**src/acf_pkg.sv**
```systemverilog
`default_nettype none
package acf_pkg;
	// frame control bytes
	localparam logic [7:0] CH_ENQ = 8'h05;
	localparam logic [7:0] CH_ACK = 8'h06;
	localparam logic [7:0] CH_NAK = 8'h15;
	localparam logic [7:0] CH_EOT = 8'h04;
	localparam logic [7:0] CH_ETX = 8'h03;
	localparam logic [7:0] CH_PCT = 8'h25;
	// main instruction letters, upper-case form
	localparam logic [7:0] INS_READ = 8'h52;
	localparam logic [7:0] INS_WRITE = 8'h57;
	localparam logic [7:0] INS_MON_REG = 8'h58;
	localparam logic [7:0] INS_MON_RUN = 8'h59;
	// instruction type codes
	localparam logic [15:0] TYP_SINGLE = 16'h5353;
	localparam logic [15:0] TYP_BLOCK = 16'h5342;
	localparam logic [15:0] TYP_STATUS = 16'h5354;
	// block count range
	localparam logic [7:0] BLK_MIN = 8'h01;
	localparam logic [7:0] BLK_MAX = 8'h10;
	localparam logic [1:0] BLK_CHARS = 2'h2;
	// character classes
	localparam logic [7:0] CASE_BIT = 8'h20;
	localparam logic [7:0] LOW_A = 8'h61;
	localparam logic [7:0] LOW_Z = 8'h7A;
	localparam logic [7:0] DIG_0 = 8'h30;
	localparam logic [7:0] DIG_9 = 8'h39;
	localparam logic [7:0] UP_A = 8'h41;
	localparam logic [7:0] UP_F = 8'h46;
	localparam logic [3:0] TEN = 4'hA;
	// fault codes carried in a locally generated negative answer
	localparam logic [15:0] ERR_INSTR = 16'h0001;
	localparam logic [15:0] ERR_TYPE = 16'h0002;
	localparam logic [15:0] ERR_BLOCKS = 16'h0003;
	localparam logic [15:0] ERR_CHECK = 16'h0004;
	localparam logic [1:0] ERR_LAST = 2'h3;

	typedef enum logic [2:0] {
		OP_NONE = 3'b000,
		OP_READ_SINGLE_CMD = 3'b001,
		OP_READ_BLOCK_CMD = 3'b010,
		OP_WRITE_SINGLE_CMD = 3'b011,
		OP_WRITE_BLOCK_CMD = 3'b100,
		OP_MON_REGISTER = 3'b101,
		OP_MON_EXECUTE = 3'b110,
		OP_STATUS = 3'b111
	} acf_op_t;

	typedef struct packed {
		acf_op_t op;
		logic checked;
		logic [15:0] station;
		logic [7:0] main;
		logic [15:0] typ;
		logic [7:0] blocks;
		logic fault;
		logic [15:0] err;
	} acf_cmd_t;

	typedef struct packed {
		logic [7:0] data;
		logic addr_start;
	} acf_pay_t;

	typedef struct packed {
		logic [7:0] data;
		logic last;
		logic nak;
	} acf_rsp_t;

	function automatic logic is_lower(input logic [7:0] c);
		return (c >= LOW_A) && (c <= LOW_Z);
	endfunction

	function automatic logic [7:0] to_upper(input logic [7:0] c);
		return is_lower(c) ? (c & ~CASE_BIT) : c;
	endfunction

	function automatic logic is_hex(input logic [7:0] c);
		return ((c >= DIG_0) && (c <= DIG_9)) || ((c >= UP_A) && (c <= UP_F));
	endfunction

	function automatic logic [3:0] hex_val(input logic [7:0] c);
		logic [7:0] v;
		v = (c <= DIG_9) ? (c - DIG_0) : (c - UP_A + 8'(TEN));
		return v[3:0];
	endfunction

	function automatic logic [7:0] hex_char(input logic [3:0] n);
		return (n < TEN) ? (DIG_0 + 8'(n)) : (UP_A + 8'(n - TEN));
	endfunction
endpackage
`default_nettype wire

```
**src/acf_fcs.sv**
```systemverilog
`timescale 1ns/1ps
`default_nettype none
module acf_fcs (
	input wire logic clk,
	input wire logic rst,
	input wire logic load,
	input wire logic add,
	input wire logic [7:0] data,
	output logic [7:0] sum
);
	logic [7:0] sum_q;
	logic [7:0] sum_d;

	// only the low byte of the running sum is kept, carries fall away
	always_comb begin
		sum_d = sum_q;
		if (load) begin
			sum_d = data;
		end else if (add) begin
			sum_d = sum_q + data;
		end
	end

	always_ff @(posedge clk or posedge rst) begin
		if (rst) begin
			sum_q <= 8'h00;
		end else begin
			sum_q <= sum_d;
		end
	end

	assign sum = sum_q;
endmodule
`default_nettype wire

```
**src/acf_frames.sv**
```systemverilog
// Notes on behaviour
// - a request starts at the enquiry byte; it restarts any partial request
// - a clean request is answered with a frame opening with acknowledge, or with not-acknowledge if the user's first answer byte sets nak
// - a faulty request is answered with a frame opening with not-acknowledge
// - the end-of-transmission byte closes a request
// - every answer frame closes with the end-of-text byte
// - read plus single type code selects single-item read
// - read plus block type code selects block read
// - write plus single type code selects single-item write
// - write plus block type code selects block write
// - letter x registers a monitoring set, no type field
// - letter y runs the registered monitoring set, no type field
// - read plus status type code asks for cpu status
// - letter case is ignored everywhere except the main instruction
// - lower-case main instruction means checked request and checked answer
// - a percent character marks the start of a device address
// - one host talks to one device, no station arbitration
// - request check is low byte of sum enquiry through end, two hex chars
// - answer check is low byte of sum header through end-of-text
// - block count holds one to sixteen, two hex chars
`timescale 1ns/1ps
`default_nettype none
module acf_frames (
	input wire logic MCLK,
	input wire logic RST,
	input wire logic RX_VALID,
	input wire logic [7:0] RX_DATA,
	output logic PAY_VALID,
	output acf_pkg::acf_pay_t PAY,
	output logic CMD_VALID,
	output acf_pkg::acf_cmd_t CMD,
	input wire logic RSP_VALID,
	input wire acf_pkg::acf_rsp_t RSP,
	output logic RSP_READY,
	output logic TX_VALID,
	output logic [7:0] TX_DATA,
	input wire logic TX_READY
);
	typedef enum logic [3:0] {
		R_IDLE = 4'b0000,
		R_STN0 = 4'b0001,
		R_STN1 = 4'b0010,
		R_MAIN = 4'b0011,
		R_TYP0 = 4'b0100,
		R_TYP1 = 4'b0101,
		R_BODY = 4'b0110,
		R_BCC0 = 4'b0111,
		R_BCC1 = 4'b1000,
		R_WAIT = 4'b1001
	} acf_rx_state_t;

	typedef enum logic [3:0] {
		T_IDLE = 4'b0000,
		T_HDR = 4'b0001,
		T_STN0 = 4'b0010,
		T_STN1 = 4'b0011,
		T_MAIN = 4'b0100,
		T_TYP0 = 4'b0101,
		T_TYP1 = 4'b0110,
		T_BODY = 4'b0111,
		T_ETX = 4'b1000,
		T_BCC0 = 4'b1001,
		T_BCC1 = 4'b1010
	} acf_tx_state_t;

	////////////////////////////////////////////////////////////////////////////////
	// request side

	acf_rx_state_t rx_state_q, rx_state_d;
	acf_pkg::acf_cmd_t cmd_q, cmd_d;
	logic cmd_valid_q, cmd_valid_d;
	acf_pkg::acf_pay_t pay_q, pay_d;
	logic pay_valid_q, pay_valid_d;
	logic [1:0] body_cnt_q, body_cnt_d;
	logic [7:0] bcc_hi_q, bcc_hi_d;
	logic rsum_load;
	logic rsum_add;
	logic [7:0] rsum;
	logic finish;
	logic [7:0] ch_up;
	logic [7:0] main_up;
	logic [15:0] typ_code;
	logic needs_blocks;
	logic tx_done;

	acf_fcs u_rx_fcs (
		.clk(MCLK),
		.rst(RST),
		.load(rsum_load),
		.add(rsum_add),
		.data(RX_DATA),
		.sum(rsum)
	);

	always_comb begin
		rx_state_d = rx_state_q;
		cmd_d = cmd_q;
		cmd_valid_d = 1'b0;
		pay_d = pay_q;
		pay_valid_d = 1'b0;
		body_cnt_d = body_cnt_q;
		bcc_hi_d = bcc_hi_q;
		rsum_load = 1'b0;
		rsum_add = 1'b0;
		finish = 1'b0;
		ch_up = acf_pkg::to_upper(RX_DATA);
		main_up = acf_pkg::to_upper(cmd_q.main);
		typ_code = {cmd_q.typ[15:8], ch_up};
		needs_blocks = (cmd_q.op == acf_pkg::OP_READ_SINGLE_CMD)
			|| (cmd_q.op == acf_pkg::OP_READ_BLOCK_CMD)
			|| (cmd_q.op == acf_pkg::OP_WRITE_SINGLE_CMD)
			|| (cmd_q.op == acf_pkg::OP_WRITE_BLOCK_CMD);
		// bytes come whole from the character receiver in the agreed format
		if (RX_VALID && (rx_state_q != R_WAIT) && (RX_DATA == acf_pkg::CH_ENQ)) begin
			rx_state_d = R_STN0;
			cmd_d = '0;
			body_cnt_d = '0;
			rsum_load = 1'b1;
		end else if (RX_VALID) begin
			unique case (rx_state_q)
				R_IDLE, R_WAIT: begin
					// idle noise and bytes sent while an answer is pending are dropped
				end
				R_STN0: begin
					cmd_d.station[15:8] = ch_up;
					rsum_add = 1'b1;
					rx_state_d = R_STN1;
				end
				R_STN1: begin
					cmd_d.station[7:0] = ch_up;
					rsum_add = 1'b1;
					rx_state_d = R_MAIN;
				end
				R_MAIN: begin
					rsum_add = 1'b1;
					cmd_d.main = RX_DATA;
					cmd_d.checked = acf_pkg::is_lower(RX_DATA);
					rx_state_d = R_BODY;
					if ((ch_up == acf_pkg::INS_READ) || (ch_up == acf_pkg::INS_WRITE)) begin
						rx_state_d = R_TYP0;
					end else if (ch_up == acf_pkg::INS_MON_REG) begin
						cmd_d.op = acf_pkg::OP_MON_REGISTER;
					end else if (ch_up == acf_pkg::INS_MON_RUN) begin
						cmd_d.op = acf_pkg::OP_MON_EXECUTE;
					end else begin
						cmd_d.fault = 1'b1;
						cmd_d.err = acf_pkg::ERR_INSTR;
					end
				end
				R_TYP0: begin
					cmd_d.typ[15:8] = ch_up;
					rsum_add = 1'b1;
					rx_state_d = R_TYP1;
				end
				R_TYP1: begin
					cmd_d.typ[7:0] = ch_up;
					rsum_add = 1'b1;
					rx_state_d = R_BODY;
					if (typ_code == acf_pkg::TYP_SINGLE) begin
						cmd_d.op = (main_up == acf_pkg::INS_READ) ? acf_pkg::OP_READ_SINGLE_CMD
							: acf_pkg::OP_WRITE_SINGLE_CMD;
					end else if (typ_code == acf_pkg::TYP_BLOCK) begin
						cmd_d.op = (main_up == acf_pkg::INS_READ) ? acf_pkg::OP_READ_BLOCK_CMD
							: acf_pkg::OP_WRITE_BLOCK_CMD;
					end else if ((typ_code == acf_pkg::TYP_STATUS)
						&& (main_up == acf_pkg::INS_READ)) begin
						cmd_d.op = acf_pkg::OP_STATUS;
					end else begin
						cmd_d.fault = 1'b1;
						cmd_d.err = acf_pkg::ERR_TYPE;
					end
				end
				R_BODY: begin
					rsum_add = 1'b1;
					if (RX_DATA == acf_pkg::CH_EOT) begin
						if (cmd_q.checked) begin
							rx_state_d = R_BCC0;
						end else begin
							finish = 1'b1;
						end
					end else begin
						pay_valid_d = 1'b1;
						pay_d.data = ch_up;
						pay_d.addr_start = (RX_DATA == acf_pkg::CH_PCT);
						if (needs_blocks && (body_cnt_q != acf_pkg::BLK_CHARS)) begin
							body_cnt_d = body_cnt_q + 2'h1;
							cmd_d.blocks = {cmd_q.blocks[3:0], acf_pkg::hex_val(ch_up)};
							if (!acf_pkg::is_hex(ch_up) && !cmd_q.fault) begin
								cmd_d.fault = 1'b1;
								cmd_d.err = acf_pkg::ERR_BLOCKS;
							end
						end
					end
				end
				R_BCC0: begin
					bcc_hi_d = ch_up;
					rx_state_d = R_BCC1;
				end
				R_BCC1: begin
					finish = 1'b1;
					if (((bcc_hi_q != acf_pkg::hex_char(rsum[7:4]))
						|| (ch_up != acf_pkg::hex_char(rsum[3:0]))) && !cmd_q.fault) begin
						cmd_d.fault = 1'b1;
						cmd_d.err = acf_pkg::ERR_CHECK;
					end
				end
			endcase
		end
		if (finish) begin
			if (needs_blocks && !cmd_d.fault && ((body_cnt_q != acf_pkg::BLK_CHARS)
				|| (cmd_q.blocks < acf_pkg::BLK_MIN) || (cmd_q.blocks > acf_pkg::BLK_MAX))) begin
				cmd_d.fault = 1'b1;
				cmd_d.err = acf_pkg::ERR_BLOCKS;
			end
			cmd_valid_d = 1'b1;
			rx_state_d = R_WAIT;
		end
		// half duplex with a single host: the next request waits for the answer
		if ((rx_state_q == R_WAIT) && tx_done) begin
			rx_state_d = R_IDLE;
		end
	end

	always_ff @(posedge MCLK or posedge RST) begin
		if (RST) begin
			rx_state_q <= R_IDLE;
			cmd_q <= '0;
			cmd_valid_q <= 1'b0;
			pay_q <= '0;
			pay_valid_q <= 1'b0;
			body_cnt_q <= '0;
			bcc_hi_q <= 8'h00;
		end else begin
			rx_state_q <= rx_state_d;
			cmd_q <= cmd_d;
			cmd_valid_q <= cmd_valid_d;
			pay_q <= pay_d;
			pay_valid_q <= pay_valid_d;
			body_cnt_q <= body_cnt_d;
			bcc_hi_q <= bcc_hi_d;
		end
	end

	assign CMD = cmd_q;
	assign CMD_VALID = cmd_valid_q;
	assign PAY = pay_q;
	assign PAY_VALID = pay_valid_q;

	////////////////////////////////////////////////////////////////////////////////
	// answer side

	acf_tx_state_t tx_state_q, tx_state_d;
	logic tx_valid_q, tx_valid_d;
	logic [7:0] tx_data_q, tx_data_d;
	logic self_nak_q, self_nak_d;
	logic [1:0] err_idx_q, err_idx_d;
	logic slot_free;
	logic go;
	logic [7:0] tb;
	logic tsum_load;
	logic tsum_add;
	logic [7:0] tsum;
	logic [3:0] err_nib;
	logic has_typ;

	acf_fcs u_tx_fcs (
		.clk(MCLK),
		.rst(RST),
		.load(tsum_load),
		.add(tsum_add),
		.data(tb),
		.sum(tsum)
	);

	always_comb begin
		tx_state_d = tx_state_q;
		self_nak_d = self_nak_q;
		err_idx_d = err_idx_q;
		slot_free = !tx_valid_q || TX_READY;
		tx_valid_d = tx_valid_q && !TX_READY;
		tx_data_d = tx_data_q;
		go = 1'b0;
		tb = 8'h00;
		tsum_load = 1'b0;
		tsum_add = 1'b0;
		tx_done = 1'b0;
		RSP_READY = 1'b0;
		has_typ = (acf_pkg::to_upper(cmd_q.main) == acf_pkg::INS_READ)
			|| (acf_pkg::to_upper(cmd_q.main) == acf_pkg::INS_WRITE);
		unique case (err_idx_q)
			2'h0: err_nib = cmd_q.err[15:12];
			2'h1: err_nib = cmd_q.err[11:8];
			2'h2: err_nib = cmd_q.err[7:4];
			2'h3: err_nib = cmd_q.err[3:0];
		endcase
		unique case (tx_state_q)
			T_IDLE: begin
				if (cmd_valid_q) begin
					self_nak_d = cmd_q.fault;
					err_idx_d = '0;
					tx_state_d = T_HDR;
				end
			end
			T_HDR: begin
				// the user's first answer byte tells whether it accepts the request
				go = slot_free && (self_nak_q || RSP_VALID);
				tb = (self_nak_q || RSP.nak) ? acf_pkg::CH_NAK : acf_pkg::CH_ACK;
				tsum_load = go;
				if (go) begin
					tx_state_d = T_STN0;
				end
			end
			T_STN0: begin
				go = slot_free;
				tb = cmd_q.station[15:8];
				tx_state_d = go ? T_STN1 : T_STN0;
			end
			T_STN1: begin
				go = slot_free;
				tb = cmd_q.station[7:0];
				tx_state_d = go ? T_MAIN : T_STN1;
			end
			T_MAIN: begin
				go = slot_free;
				tb = cmd_q.main;
				if (go) begin
					tx_state_d = has_typ ? T_TYP0 : T_BODY;
				end
			end
			T_TYP0: begin
				go = slot_free;
				tb = cmd_q.typ[15:8];
				tx_state_d = go ? T_TYP1 : T_TYP0;
			end
			T_TYP1: begin
				go = slot_free;
				tb = cmd_q.typ[7:0];
				tx_state_d = go ? T_BODY : T_TYP1;
			end
			T_BODY: begin
				if (self_nak_q) begin
					go = slot_free;
					tb = acf_pkg::hex_char(err_nib);
					if (go) begin
						err_idx_d = err_idx_q + 2'h1;
						if (err_idx_q == acf_pkg::ERR_LAST) begin
							tx_state_d = T_ETX;
						end
					end
				end else begin
					go = slot_free && RSP_VALID;
					RSP_READY = slot_free;
					tb = RSP.data;
					if (go && RSP.last) begin
						tx_state_d = T_ETX;
					end
				end
			end
			T_ETX: begin
				go = slot_free;
				tb = acf_pkg::CH_ETX;
				if (go) begin
					tx_state_d = cmd_q.checked ? T_BCC0 : T_IDLE;
					tx_done = !cmd_q.checked;
				end
			end
			T_BCC0: begin
				go = slot_free;
				tb = acf_pkg::hex_char(tsum[7:4]);
				tx_state_d = go ? T_BCC1 : T_BCC0;
			end
			T_BCC1: begin
				go = slot_free;
				tb = acf_pkg::hex_char(tsum[3:0]);
				if (go) begin
					tx_state_d = T_IDLE;
					tx_done = 1'b1;
				end
			end
			default: begin
				tx_state_d = T_IDLE;
			end
		endcase
		// the check covers header through end-of-text, never the check chars
		if (go && (tx_state_q != T_HDR) && (tx_state_q != T_BCC0) && (tx_state_q != T_BCC1)) begin
			tsum_add = 1'b1;
		end
		if (go) begin
			tx_valid_d = 1'b1;
			tx_data_d = tb;
		end
	end

	always_ff @(posedge MCLK or posedge RST) begin
		if (RST) begin
			tx_state_q <= T_IDLE;
			tx_valid_q <= 1'b0;
			tx_data_q <= 8'h00;
			self_nak_q <= 1'b0;
			err_idx_q <= '0;
		end else begin
			tx_state_q <= tx_state_d;
			tx_valid_q <= tx_valid_d;
			tx_data_q <= tx_data_d;
			self_nak_q <= self_nak_d;
			err_idx_q <= err_idx_d;
		end
	end

	assign TX_VALID = tx_valid_q;
	assign TX_DATA = tx_data_q;
endmodule
`default_nettype wire

```
**config.mk**
```make
export PLATFORM = sky130hd
export DESIGN_NAME = acf_frames
export DESIGN_NICKNAME = d
export VERILOG_FILES = /design/src/acf_pkg.sv /design/src/acf_fcs.sv /design/src/acf_frames.sv
export SDC_FILE = /design/constraint.sdc
export NUM_CORES = 1
export LEC_CHECK = 0
export ABC_CLOCK_PERIOD_IN_PS = 5900
export BUFFER_PORTS_ARGS = -buffer_cell sky130_fd_sc_hd__clkbuf_2
export CAP_MARGIN = 20
export CORE_MARGIN = 5
export CORE_UTILIZATION = 59
export CTS_CLUSTER_DIAMETER = 60
export DETAILED_ROUTE_END_ITERATION = 12
export PLACE_DENSITY = 0.92
export SYNTH_ARGS = -nofsm -noshare
export SYNTH_HDL_FRONTEND = slang
export SYNTH_SLANG_ARGS = --single-unit
```
**constraint.sdc**
```tcl
create_clock -name MCLK -period 5.9 [get_ports MCLK]
set_clock_uncertainty 0.15 [all_clocks]
set_input_delay 0.295 -clock MCLK [delete_from_list [all_inputs] [get_ports MCLK]]
set_output_delay 0.295 -clock MCLK [all_outputs]
set_load 0.02 [all_outputs]
```
* After elaboration in Yosys (flattened, before gate mapping) *
Cells that the tools add are included.
Widths: inputs -> output; s select.

word-level totals
  register bits after elaboration = 126
  word-level logic and storage cells = 298
  input port bits = 23
  output and inout port bits = 90

cells by class
  magnitude comparators = 15
  add/subtract/negate cells = 22
  bitwise operators = 2
  equal/unequal tests = 61
  muxes and demuxes = 105
  reduce and logical (&&, ||, !) cells = 69

operator list
  operator              number
  $mux 17               10
  $mux 69               2
  $mux 8                16
  $pmux 8 s10           1
  $mux 4                17
  $pmux 17 s4           1
  $mux 25               2
  $eq 16x15->1 const B  3
  $eq 8x7->1 const B    6
  $pmux 4 s11           1
  $add 7x8->8 const A   5
  $add 6x4->7 const A   5
  $eq 4x3->1 const B    8
  $pmux 4 s7            1
  $mux 2                13
  $sub 4x4->5 const B   5
  $ge 8x7->1 const B    3
  $le 8x7->1 const B    3
  $mux 1                24
  $mux 3                8
  $reduce_bool 2->1     11
  $eq 4x4->1 const B    5
  $logic_and 1x1->1     20
  $lt 4x4->1 const B    5
  other kinds (45)      99

* Depth between registers and ports, before layout *
Gate-level depths: netlist of the first run.

  depth in word-level cells = 19
  gate-level depth with buffers = 23
  mapped depth without buffers = 22

* Cells and area by module *
From an unflattened synthesis of the first run, not the netlist that was laid out.

second synthesis, totals
  cells, all modules = 1011
  area, all modules = 8750.9 sq um

by module, submodules not included
  module              cells each  seq. area each (sq um)  times used  area an instance (sq um)
  acf_frames          840         2752.6                  1           7299.5
  acf_fcs (u_tx_fcs)  85          200.2                   1           726.9
  acf_fcs (u_rx_fcs)  86          200.2                   1           724.4

* Worst setup path before layout of the first run *
Ideal clock, no wire load.

  kind = flip-flop to flip-flop
  start = register err_idx_q[0]
  end = register u_tx_fcs.sum_q[7] (netlist: u_tx_fcs.sum[7])
  library setup time = 118 ps
  arrival = 3825 ps
  path buffers = 0
  stages on the path, launching flop included = 20
  path slack = 1807 ps
  required time = 5632 ps
  period minus slack after synthesis = 4093 ps
  path through = dfrtp_1 > inv_1 > ha_1 > a222oi_1 > mux2i_1 > inv_1 > ha_1 > inv_1 > ha_1 > nand3b_1 > xor2_1 > a31oi_1 > or4_1 > ha_1 > o21ai_0 > o21a_1 > o31a_1 > o21ai_0 > xor2_1 > nor2_1

on the way
  word-level cells in the longest chain between the ends = 10
  elaborated cells between the ends (all ways) = 15
  classes of those cells = 4 x add/sub; 1 x order compare; 3 x eq/ne; 6 x mux; 1 x reduce/logical

RTL lines
  item                                RTL line           RTL
  start, declared                     acf_frames.sv:256  logic [1:0] err_idx_q, err_idx_d;
  start signal, assigned              acf_frames.sv:406  err_idx_q <= err_idx_d;
  $eq 2x2->1 (tied with other cells)  acf_frames.sv:290  unique case (err_idx_q)
  $pmux 4 s4 *                        acf_frames.sv:290
  $sub 4x4->5                         acf_pkg.sv:91      return (n < TEN) ? (DIG_0 + 8'(n)) : (UP_A + 8'(n - TEN));
  $add 7x8->8                         acf_pkg.sv:91
  $mux 8 *                            acf_pkg.sv:91
  $mux 8 *                            acf_frames.sv:341  if (self_nak_q) begin
  $pmux 8 s10 *                       acf_frames.sv:296  unique case (tx_state_q)
  via tb[4]                           acf_frames.sv:259  logic [7:0] tb;
  $add 8x8->8 *                       acf_fcs.sv:20      sum_d = sum_q + data;
  $mux 8 *                            acf_fcs.sv:19      end else if (add) begin
  $mux 8 *                            acf_fcs.sv:17      if (load) begin
  end signal, assigned                acf_fcs.sv:28      sum_q <= sum_d;
  end, declared                       acf_fcs.sv:11      logic [7:0] sum_q;

Mark *: on every way through the listed nets, which the timed path passes. The rest lies on a longest branch. The select of a mux whose other input is x is not followed.
A chain may end at the register's enable or synchronous reset.

* Worst setup path in the final report of the first run *
  start = register err_idx_q[0]
  end = register u_tx_fcs.sum_q[6] (netlist: u_tx_fcs.sum[6])

Same word-level chain as after synthesis.

==> impl_summary.log, run 1 <==
[metrics] Max IR drop VDD: 0.341 mV
[metrics] total of cells resized after clock tree synthesis: 0
[metrics] Mapped Avg Cell Area: 8.93 um2
[metrics] commonest cells in the synthesized netlist: dfrtp_1 (126), nor2_1 (105), nand2_1 (72)
[metrics] number of flops mapped to enable cells by yosys: 0
[metrics] total gr overflow: 0
[metrics] register-to-register setup slack: 1180 ps
[metrics] TNS Setup: 0 ps
[metrics] last weighted congestion value of the routability-driven placer: 0.956
[metrics] number of buffers created by CTS: 17
[metrics] post-route ant nets: 0
[metrics] quantity of I/O buffers inserted on ports: 112
[metrics] largest net degree at the start of global routing: 66
[metrics] Synth Flop Type: dfrtp_1
[metrics] sequential element share of the synthesized area: 35.6%
[metrics] top cell type's share of synthesized area: 35.6%
[metrics] clk buf depth: 2
[metrics] final hold violation count: 0
[metrics] final standard cell area without fillers: 0.0101 mm2
[metrics] share of layout cells above drive strength 1: 19.8%
[metrics] crit path time final: 4720 ps
[metrics] CTS tree: built
[metrics] switching part of the total: 47.4%
[metrics] Clock Latency Late Sink: 450 ps
[metrics] internal portion of total power: 3040 uW
[metrics] result of the run: complete, no violations
[metrics] top cells by area in the synthesized netlist: dfrtp_1 (36%), ha_1 (6.2%), nor2_1 (4.5%)
[metrics] Die X: 133 um
[metrics] sequential standard cell area: 0.00315 mm2
[metrics] Critical Path AT: 4880 ps
[metrics] reported max-cap violation count: 0
[metrics] cell area after technology mapping: 0.00885 mm2
[metrics] share of async-settable or async-resettable flops after synthesis: 100%
[metrics] Post-CTS Setup Bufs: 0
[metrics] total number of yosys warnings: 0
[metrics] clock transition time at the flip-flop clock pins of the worst setup and hold paths: 70 ps
[metrics] final number of max-transition violations: 0
[metrics] worst path required time: 6060 ps
[metrics] Top-Level Pins: 113
[metrics] startpoint-to-endpoint class of the critical path: register to register
[metrics] power share of the clock group: 19.0%
[metrics] cell type with the highest aggregate area in the netlist: dfrtp_1
[metrics] CP Max Fanout: 9
[metrics] static power due to leakage: 0.00464 uW
[metrics] post-route non-filler standard cell count: 1270
[metrics] Post-DP Area: 0.00943 mm2
[metrics] Slew HR: 33.3%
[metrics] worst min path class: input port to register
[metrics] Post-Place Cells: 1236
[metrics] RSZ-0062 raised after global routing: false
[metrics] detailed-route via count: 8500
[metrics] global-route wire length before repair: 42000 um
[metrics] Filler cells: 1066
[metrics] CTS H-tree depth: 4
[metrics] clock tree root buffer cell: clkbuf_16
[metrics] number of vias per cell after detailed routing: 6.69
[metrics] slew at the pin closest to its max-slew limit: 1000 ps
[metrics] part of the power in registers: 29.4%
[metrics] routed wire length per instance: 20.6 um
[metrics] Total GRT Usage: 29.5%
[metrics] Post-Syn Nets: 1061
[metrics] number of unique standard cell types used by synthesis: 92
[metrics] clock sinks: 126
[metrics] die height: 133 um
[metrics] CP Capture Type: register
[metrics] cell with the most instances after synthesis: dfrtp_1
[metrics] Gate Count Post-Synth: 992
[metrics] Power Dens Cells: 576 mW/mm2
[metrics] Sw Pwr: 2750 uW
[metrics] effective utilization at floorplan: 60.5%
[metrics] number of placement rows: 44
[metrics] diode insertion count for antenna repair: 0
[metrics] number of nets in the layout: 1142
[metrics] setup-violating endpoint count in the final report: 0
[metrics] remaining routing DRC violations: 0
[metrics] number of global-route vias before repair: 8134
[metrics] WL final: 26200 um
[metrics] period utilisation layout: 80.1%
[metrics] relative area change from synthesis to final layout: 13.6%
[metrics] combinational group share of total power: 51.6%
[metrics] post-detailed-placement half-perimeter wirelength: 18400 um
[metrics] maximum clock rate: 212 MHz
[metrics] nature of the critical path startpoint: register
[metrics] count of state elements after synthesis: 126
[metrics] multi-input gate area in the final layout: 0.00527 mm2
[metrics] DRC violation total after the first TritonRoute iteration: 1327
[metrics] area of the placeable core: 0.0146 mm2
[metrics] initial antenna violation count: 0
[metrics] Die Outline Area: 0.0176 mm2
[metrics] number of search-and-repair iterations in the first detailed-routing pass: 8
## layout by cell type, fill, tap and decap left out, types with 7 or more instances in the layout
cell and instances:
nor4_1 10, and3_1 9, a21oi_1 68, a31oi_1 14, nand3_1 37, clkbuf_16 17, inv_1 47, a211oi_1 11
nand2_1 72, nand3b_1 13, xnor2_1 28, nand2b_1 12, mux2_2 30, a22o_1 12, nor3b_1 7, nor3_1 20
inv_8 8, ha_1 44, nor2_1 105, dfrtp_1 126, a21oi_2 9, nor2b_1 13, mux2i_1 31, clkbuf_2 112
xor2_1 17, o21ai_0 56
## stage by stage
step,power [uW],setup slack (ps),utilization (%),hold slack (ps)
2_1_floorplan,3810,1810,-,303
3_3_place_gp,4450,1590,64.4,317
3_5_place_dp,4580,1340,64.4,328
4_1_cts,5710,1230,68.6,137
5_1_grt,6140,824,68.7,177
6_report,5790,1180,68.7,149
## power groups by stage
stage	Sequential (uW)	Combinational, uW	Clock [uW]
3_5_place_dp	1680	2890	0
6_report	1700	2990	1100
4_1_cts	1680	2930	1100
3_3_place_gp	1670	2780	0
2_1_floorplan	1680	2130	0
5_1_grt	1740	3250	1150
## logic make-up after synthesis
| family | count (synthesis) | synth area share [%] |
|---|---|---|
| and+or+nand+nor | 341 | 20.0 |
| AOI/OAI and AO/OA | 268 | 20.7 |
| DFF | 126 | 35.6 |
| buffers and inverters | 104 | 4.95 |
| muxes | 61 | 7.32 |
| xor gates and xnor gates | 46 | 4.76 |
| adders and majority gates | 46 | 6.67 |
## final cells by class
type	instances	share of cell area (%)
inverter	49	1.85
tap	184	2.29
clock inverter	15	1.85
clock buffer	17	4.23
multi-input combinational	762	52.4
timing repair buffer	117	5.97
sequential	126	31.4
## worst max-delay path, stage by stage (launching register included)
cell and delay (ps):
dfrtp_1 400, inv_1 100, ha_1 260, a222oi_1 360, mux2i_1 140, inv_1 150
ha_1 170, inv_1 40, ha_1 290, xnor2_1 200, a211oi_1 110, nor4_1 620
inv_1 120, ha_1 250, inv_1 80, fa_1 230, nor2b_1 60, o21a_1 170
nor2_1 170, o21bai_1 90, a21oi_1 170, xor2_1 160, a21oi_1 80
## final timing paths
check,start,endpoint,depth (start not counted)
setup / recovery,err_idx_q[0],u_tx_fcs.sum[6],22
hold / removal,RX_DATA[0],CMD[41],3
setup reg to reg,err_idx_q[0],u_tx_fcs.sum[6],22
hold reg to reg,TX_DATA[0],TX_DATA[0],2
max in group asynchronous,RST,bcc_hi_q[2],4
min in group asynchronous,RST,CMD[12],3
## metal layers
metal | track usage [%] | wire length, um | vias to the layer above
li1 | - | - | 3783
met1 | 36.8 | 9930 | 4010
met2 | 48.2 | 12300 | 581
met3 | 7.33 | 2700 | 126
met4 | 13.9 | 1220 | 0
met5 | 0 | 0 | -
## state kept, by name, indices dropped and copies added (netlist names)
name,count
PAY,9
PAY_VALID,1
err_idx_q,2
CMD,69
tx_state_q,4
CMD_VALID,1
rx_state_q,4
self_nak_q,1
u_rx_fcs.sum,8
u_tx_fcs.sum,8
bcc_hi_q,8
TX_VALID,1
body_cnt_q,2
TX_DATA,8
## what timing repair did
action                     in CTS  in global routing
hold endpoints to repair       61                  0
setup endpoints to repair       0                  0
hold buffers                    1                  0
Power figures use the tool's default switching activity.
==> run 2, diff against run 1 <==
--- a/config.mk
+++ b/config.mk
@@ -5,14 +5,14 @@
 export SDC_FILE = /design/constraint.sdc
 export NUM_CORES = 1
 export LEC_CHECK = 0
-export ABC_CLOCK_PERIOD_IN_PS = 5900
+export ABC_CLOCK_PERIOD_IN_PS = 4100
 export BUFFER_PORTS_ARGS = -buffer_cell sky130_fd_sc_hd__clkbuf_2
 export CAP_MARGIN = 20
 export CORE_MARGIN = 5
-export CORE_UTILIZATION = 59
+export CORE_UTILIZATION = 54
 export CTS_CLUSTER_DIAMETER = 60
 export DETAILED_ROUTE_END_ITERATION = 12
-export PLACE_DENSITY = 0.92
+export PLACE_DENSITY = 0.89
 export SYNTH_ARGS = -nofsm -noshare
 export SYNTH_HDL_FRONTEND = slang
 export SYNTH_SLANG_ARGS = --single-unit
==> constraint.sdc (replaced) <==
create_clock -name MCLK -period 4.1 [get_ports MCLK]
set_clock_uncertainty 0.15 [all_clocks]
set_input_delay 0.205 -clock MCLK [delete_from_list [all_inputs] [get_ports MCLK]]
set_output_delay 0.205 -clock MCLK [all_outputs]
set_load 0.02 [all_outputs]
==> impl_summary.log, run 2 (same netlist as run 1, synthesis figures left out) <==
[metrics] Clock Latency Late Sink: 440 ps (about the same)
[metrics] max FFs per register: 69 (unchanged)
[metrics] diode insertion count for antenna repair: 0 (unchanged)
[metrics] maximum clock rate: 241 MHz (+14%)
[metrics] setup-violating endpoint count in the final report: 1 (+1)
[metrics] total gr overflow: 0 (unchanged)
[metrics] DRC violation total after the first TritonRoute iteration: 1063 (-20%)
[metrics] internal portion of total power: 4670 uW (+54%)
[metrics] number of global-route vias before repair: 8427 (+3.6%)
[metrics] post-layout util: 65.8% (-2.8 points)
[metrics] minimum setup slack in the final design: -43.5 ps (-1220 ps)
[metrics] switching part of the total: 46.8% (-0.65 points)
[metrics] post-route ant nets: 0 (unchanged)
[metrics] CTS tree: built
[metrics] Filler cells: 1282 (+20%)
[metrics] power share of the clock group: 17.0% (-2.0 points)
[metrics] number of placement rows: 46 (+4.5%)
[metrics] remaining routing DRC violations: 0 (unchanged)
[metrics] initial antenna violation count: 0 (unchanged)
[metrics] routed wire length per instance: 20.1 um (-2.7%)
[metrics] crit path time final: 4140 ps (-580 ps)
[metrics] nature of the critical path startpoint: register
[metrics] TNS Setup: -43.5 ps (-43.5 ps)
[metrics] area of the placeable core: 0.0160 mm2 (+9.3%)
[metrics] leading cell type in the layout, fill and taps excluded: dfrtp_1
[metrics] period utilisation layout: 101% (+21 points)
[metrics] most used cells in the layout excluding fill and tap cells: dfrtp_1 (125), clkbuf_2 (112), nor2_1 (104), nand2_1 (72), a21oi_1 (68)
[metrics] CTS H-tree depth: 4 (unchanged)
[metrics] CP Max Fanout: 4 (-5)
[metrics] clock sinks: 126 (unchanged)
[metrics] Total GRT Usage: 27.3% (-2.2 points)
[metrics] clock transition time at the flip-flop clock pins of the worst setup and hold paths: 60 ps (about the same)
[metrics] multi-input gate area in the final layout: 0.00540 mm2 (+2.3%)
[metrics] clock tree root buffer cell: clkbuf_16
[metrics] reported max-cap violation count: 0 (unchanged)
[metrics] combinational group share of total power: 55.8% (+4.2 points)
[metrics] share of layout cells above drive strength 1: 24.9% (+5.1 points)
[metrics] slew at the pin closest to its max-slew limit: 914 ps (-86.6 ps)
[metrics] sum of internal, switching and leakage power: 8780 uW (+52%)
[metrics] number of vias per cell after detailed routing: 6.37 (-4.9%)
[metrics] Max IR drop VDD: 0.536 mV (+57%)
[metrics] sequential standard cell area: 0.00315 mm2 (about the same)
[metrics] worst path required time: 4270 ps (-1790 ps)
[metrics] Sw Pwr: 4110 uW (+50%)
[metrics] die height: 138 um (+4.2%)
[metrics] RSZ-0062 raised after global routing: true
[metrics] relative area change from synthesis to final layout: 18.9%
[metrics] static power due to leakage: 0.00483 uW (+4.1%)
[metrics] last weighted congestion value of the routability-driven placer: 0.993 (+3.9%)
[metrics] Critical Path AT: 4310 ps (-570 ps)
[metrics] clk buf depth: 2 (unchanged)
[metrics] Top-Level Pins: 113 (unchanged)
[metrics] number of nets in the layout: 1186 (+3.9%)
[metrics] post-detailed-placement half-perimeter wirelength: 19300 um (+4.5%)
[metrics] Die Outline Area: 0.0191 mm2 (+8.6%)
[metrics] WL final: 27000 um (+3.1%)
[metrics] final hold violation count: 0 (unchanged)
[metrics] number of buffers created by CTS: 17 (unchanged)
[metrics] CP Capture Type: register
[metrics] part of the power in registers: 27.3% (-2.1 points)
[metrics] Power Dens Cells: 834 mW/mm2 (+45%)
[metrics] worst min path class: input port to register
[metrics] quantity of I/O buffers inserted on ports: 112 (unchanged)
[metrics] violations in the final reports: setup timing
[metrics] result of the run: complete, but fails checks
[metrics] Slew HR: 38.8% (+5.5 points)
[metrics] final standard cell area without fillers: 0.0105 mm2 (+4.7%)
[metrics] effective utilization at floorplan: 55.3% (-5.1 points)
[metrics] detailed-route via count: 8568 (+0.80%)
[metrics] final number of max-transition violations: 0 (unchanged)
[metrics] Die X: 138 um (+4.2%)
[metrics] number of search-and-repair iterations in the first detailed-routing pass: 6 (-2)
[metrics] startpoint-to-endpoint class of the critical path: register to register
[metrics] global-route wire length before repair: 43200 um (+2.7%)
[metrics] largest net degree at the start of global routing: 82 (+24%)
[metrics] Post-DP Area: 0.00974 mm2 (+3.4%)
-- run 2: cell count changes in the layout (fill, tap and decap cells not counted), moves of 3 or more --
cell / previous run / this run
buf_4: 4 / 46
ha_1: 44 / 36
ha_4: 0 / 5
ha_2: 0 / 3
inv_6: 2 / 5
o21ai_0: 56 / 53
-- run 2: what timing repair did --
action                     in CTS  in global routing
pin swaps                       6                 17
setup buffers                   5                  2
hold buffers                    1                  0
hold endpoints to repair       79                  0
cloned                          0                  0
gates resized for setup        11                 19
setup endpoints to repair       3                  4
-- run 2: worst paths after layout --
kind,start,endpoint,slack (ps),cells after the start
setup / recovery,err_idx_q[0],u_tx_fcs.sum[7],-40,19
hold / removal,RX_DATA[5],CMD[46],80,3
setup reg to reg,err_idx_q[0],u_tx_fcs.sum[7],-40,19
hold reg to reg,TX_DATA[0],TX_DATA[0],330,2
max in group asynchronous,RST,rx_state_q[2],2770,5
min in group asynchronous,RST,TX_DATA[3],90,3
-- run 2: critical path, cell delays in order, from the launching register on --
cell and delay, ps:
dfrtp_1 420, inv_2 70, ha_4 170, a222oi_1 380
mux2i_2 150, inv_1 120, ha_2 180, inv_2 50
ha_4 250, inv_1 50, xnor2_1 190, a21oi_1 120
a311o_1 410, ha_1 410, o21ai_4 100, o21a_1 200
o31a_1 240, o21ai_1 150, xor2_1 160, nor2_1 60
-- run 2: metal layers --
metal  vias to the layer above  wire length (um)  global-route usage [%]  share of wire (%)
li1                       3868                 -                       -                  -
met4                         0              1060                    11.6                3.9
met5                         -                 0                       0                  0
met3                       123              2450                    6.38                9.1
met2                       515             13000                    44.9                 48
met1                      4062             10500                    34.5                 39
-- run 2: through the flow --
step | worst slack (ps) | cells | hold WS, ps
detailed placement | -221 | 1305 | 323
floorplan | 7.08 | 992 | 213
CTS | -1.48 | 1343 | 60.6
global placement | -101 | 1305 | 314
finish | -43.5 | 1346 | 75.9
global route | -238 | 1346 | 109
-- run 2: layout make-up --
cell class | count | share of cell area [%]
sequential | 126 | 30.0
inverter | 49 | 1.77
tap | 216 | 2.57
clock buffer | 17 | 4.04
clock inverter | 15 | 1.35
multi-input combinational | 762 | 51.2
timing repair buffer | 161 | 9.07
-- run 2: power groups by stage --
| stage | Clock (uW) | Combinational (uW) | Sequential [uW] |
|---|---|---|---|
| global placement | 0 | 4320 | 2350 |
| CTS | 1490 | 4680 | 2360 |
| detailed placement | 0 | 4490 | 2370 |
| floorplan | 0 | 3060 | 2420 |
| global route | 1550 | 5320 | 2450 |
| finish | 1490 | 4900 | 2400 |
==> run 3, diff against run 2 <==
--- a/config.mk
+++ b/config.mk
@@ -12,7 +12,7 @@
 export CORE_UTILIZATION = 54
 export CTS_CLUSTER_DIAMETER = 60
 export DETAILED_ROUTE_END_ITERATION = 12
-export PLACE_DENSITY = 0.89
+export PLACE_DENSITY = 0.78
 export SYNTH_ARGS = -nofsm -noshare
 export SYNTH_HDL_FRONTEND = slang
 export SYNTH_SLANG_ARGS = --single-unit
==> impl_summary.log, run 3 (same netlist as run 1, synthesis figures left out) <==
[metrics] violations in the final reports: setup timing
[metrics] area of the placeable core: 0.0160 mm2 (unchanged)
[metrics] startpoint-to-endpoint class of the critical path: register to register
[metrics] die height: 138 um (unchanged)
[metrics] power share of the clock group: 18.1% (+1.1 points)
[metrics] number of search-and-repair iterations in the first detailed-routing pass: 8 (+2)
[metrics] DRC violation total after the first TritonRoute iteration: 799 (-25%)
[metrics] Post-DP Area: 0.00977 mm2 (+0.28%)
[metrics] relative area change from synthesis to final layout: 20.3%
[metrics] routed wire length per instance: 19.4 um (-3.1%)
[metrics] Slew HR: 46.0% (+7.2 points)
[metrics] initial antenna violation count: 0 (unchanged)
[metrics] post-detailed-placement half-perimeter wirelength: 18800 um (-2.6%)
[metrics] Power Dens Cells: 822 mW/mm2 (-1.5%)
[metrics] result of the run: complete, but fails checks
[metrics] share of layout cells above drive strength 1: 25.6% (+0.71 points)
[metrics] Hold WS: 85.1 ps (+9.22 ps)
[metrics] reported max-cap violation count: 0 (unchanged)
[metrics] Total GRT Usage: 26.5% (-0.79 points)
[metrics] detailed-route via count: 8295 (-3.2%)
[metrics] number of global-route vias before repair: 7885 (-6.4%)
[metrics] number of placement rows: 46 (unchanged)
[metrics] last weighted congestion value of the routability-driven placer: 0.953 (-4.0%)
[metrics] Top-Level Pins: 113 (unchanged)
[metrics] period utilisation layout: 102% (+1.3 points)
[metrics] diode insertion count for antenna repair: 0 (unchanged)
[metrics] number of nets in the layout: 1190 (+0.34%)
[metrics] Sw Pwr: 4010 uW (-2.3%)
[metrics] minimum setup slack in the final design: -97.0 ps (-53.5 ps)
[metrics] Filler cells: 1282 (unchanged)
[metrics] sum of buffers and inverters on the critical path: 3 (-1)
[metrics] worst min path class: input port to register
[metrics] clock tree root buffer cell: clkbuf_16
[metrics] quantity of I/O buffers inserted on ports: 112 (unchanged)
[metrics] final number of max-transition violations: 0 (unchanged)
[metrics] number of buffers created by CTS: 17 (unchanged)
[metrics] effective utilization at floorplan: 55.3% (unchanged)
[metrics] clock transition time at the flip-flop clock pins of the worst setup and hold paths: 70 ps (about the same)
[metrics] static power due to leakage: 0.00488 uW (+1.1%)
[metrics] global-route wire length before repair: 41800 um (-3.1%)
[metrics] crit path time final: 4200 ps (+53.5 ps)
[metrics] switching part of the total: 45.9% (-0.94 points)
[metrics] setup-violating endpoint count in the final report: 2 (+1)
[metrics] largest net degree at the start of global routing: 77 (-6.1%)
[metrics] RSZ-0062 raised after global routing: true
[metrics] Clock Latency Late Sink: 440 ps (about the same)
[metrics] WL final: 26300 um (-2.8%)
[metrics] Critical Path AT: 4370 ps (+60 ps)
[metrics] cell mode on critical path: ha_4
[metrics] worst path required time: 4270 ps (about the same)
[metrics] CTS H-tree depth: 4 (unchanged)
[metrics] maximum clock rate: 238 MHz (-1.3%)
[metrics] Die Outline Area: 0.0191 mm2 (unchanged)
[metrics] register-to-register setup slack: -100 ps (-50 ps)
[metrics] internal portion of total power: 4740 uW (+1.4%)
[metrics] CP Capture Type: register
[metrics] post-route ant nets: 0 (unchanged)
[metrics] clk buf depth: 2 (unchanged)
[metrics] most used cells in the layout excluding fill and tap cells: dfrtp_1 (124), clkbuf_2 (112), nor2_1 (104), nand2_1 (72), a21oi_1 (68)
[metrics] max FFs per register: 69 (unchanged)
[metrics] clock sinks: 126 (unchanged)
[metrics] total gr overflow: 0 (unchanged)
[metrics] CTS tree: built
[metrics] combinational group share of total power: 54.6% (-1.2 points)
[metrics] remaining routing DRC violations: 0 (unchanged)
[metrics] leading cell type in the layout, fill and taps excluded: dfrtp_1
[metrics] part of the power in registers: 27.2% (about the same)
[metrics] Max IR drop VDD: 0.563 mV (+5.0%)
[metrics] final hold violation count: 0 (unchanged)
[metrics] cell family with most CP delay: simple AND/OR/NAND/NOR gates
[metrics] Slowest Stage Delay on Critical Path: 590 ps (+170 ps)
[metrics] crit path cell chain: inv_2 > ha_4 > a222oi_1 > mux2i_2 > inv_1 > ha_2 > inv_2 > ha_4 > nand3b_1 > xor2_1 > a31oi_1 > or4_4 > ha_4 > o21ai_2 > o21a_1 > nor4_2 > o21ai_2 > xor2_1 > nor2_1
[metrics] final standard cell area without fillers: 0.0107 mm2 (+1.2%)
[metrics] nature of the critical path startpoint: register
[metrics] library cell contributing the largest single delay on the critical path: or4_4
[metrics] Die X: 138 um (unchanged)
[metrics] CP Max Fanout: 4 (unchanged)
[metrics] sum of internal, switching and leakage power: 8750 uW (-0.33%)
[metrics] slew at the pin closest to its max-slew limit: 805 ps (-109 ps)
[metrics] number of vias per cell after detailed routing: 6.14 (-3.5%)
run 3: timing repair:
action | CTS | global route
endpoints found under the hold margin | 75 | 0
pin swaps | 7 | 19
hold buffers | 1 | 0
cloned | 0 | 0
buffers inserted | 3 | 7
endpoints found under the setup margin | 3 | 4
gates resized for setup | 12 | 25
run 3: power groups by stage:
| stage | Combinational, uW | Sequential (uW) | Clock, uW |
|---|---|---|---|
| global placement | 4350 | 2360 | 0 |
| CTS | 4550 | 2350 | 1590 |
| global route | 5230 | 2440 | 1640 |
| detailed placement | 4430 | 2360 | 0 |
| finish | 4780 | 2390 | 1590 |
| floorplan | 3060 | 2420 | 0 |
run 3: cell type report:
type | instances | area [um2] | area share, %
Multi-Input combinational cell | 762 | 5420 | 50.9
Sequential cell | 126 | 3160 | 29.6
Timing Repair Buffer | 165 | 1000 | 9.43
Clock buffer | 17 | 425 | 3.99
Tap cell | 216 | 270 | 2.54
Clock inverter | 15 | 189 | 1.77
Inverter | 49 | 186 | 1.75
run 3: worst paths after layout:
kind	from	end	depth (start not counted)
max in group asynchronous	RST	CMD[27]	5
max reg2reg	err_idx_q[0]	u_tx_fcs.sum[7]	19
min reg2reg	body_cnt_q[1]	body_cnt_q[1]	2
min in group asynchronous	RST	CMD[12]	3
max	err_idx_q[0]	u_tx_fcs.sum[7]	19
min	RX_DATA[1]	u_rx_fcs.sum[1]	4
run 3: metrics by stage:
step           std cells  TNS, ps  utilization [%]  worst slack, ps
3_5_place_dp        1307     -312             61.1             -247
4_1_cts             1343        0             65.4             1.45
5_1_grt             1350     -467             66.6             -224
3_3_place_gp        1307     -112             61.1             -112
6_report            1350     -116             66.6            -97.0
2_1_floorplan        992        0                -             7.08
run 3: per-layer routing:
| metal | vias up | global-route usage [%] | wire (um) | part of all wire (%) |
|---|---|---|---|---|
| met2 | 363 | 43.2 | 12600 | 48 |
| met4 | 0 | 9.57 | 702 | 2.7 |
| li1 | 3880 | - | - | - |
| met1 | 3995 | 35.2 | 11200 | 43 |
| met5 | - | 0 | 0 | 0 |
| met3 | 57 | 5.10 | 1770 | 6.7 |
run 3: worst register-to-register path, cell delays in order, from the launching register on:
cell and delay [ps]:
dfrtp_2 410, inv_2 70, ha_4 170, a222oi_1 410
mux2i_2 160, inv_1 120, ha_2 190, inv_2 40
ha_4 250, nand3b_1 120, xor2_1 160, a31oi_1 120
or4_4 590, ha_4 300, o21ai_2 60, o21a_1 190
nor4_2 290, o21ai_2 100, xor2_1 150, nor2_1 50
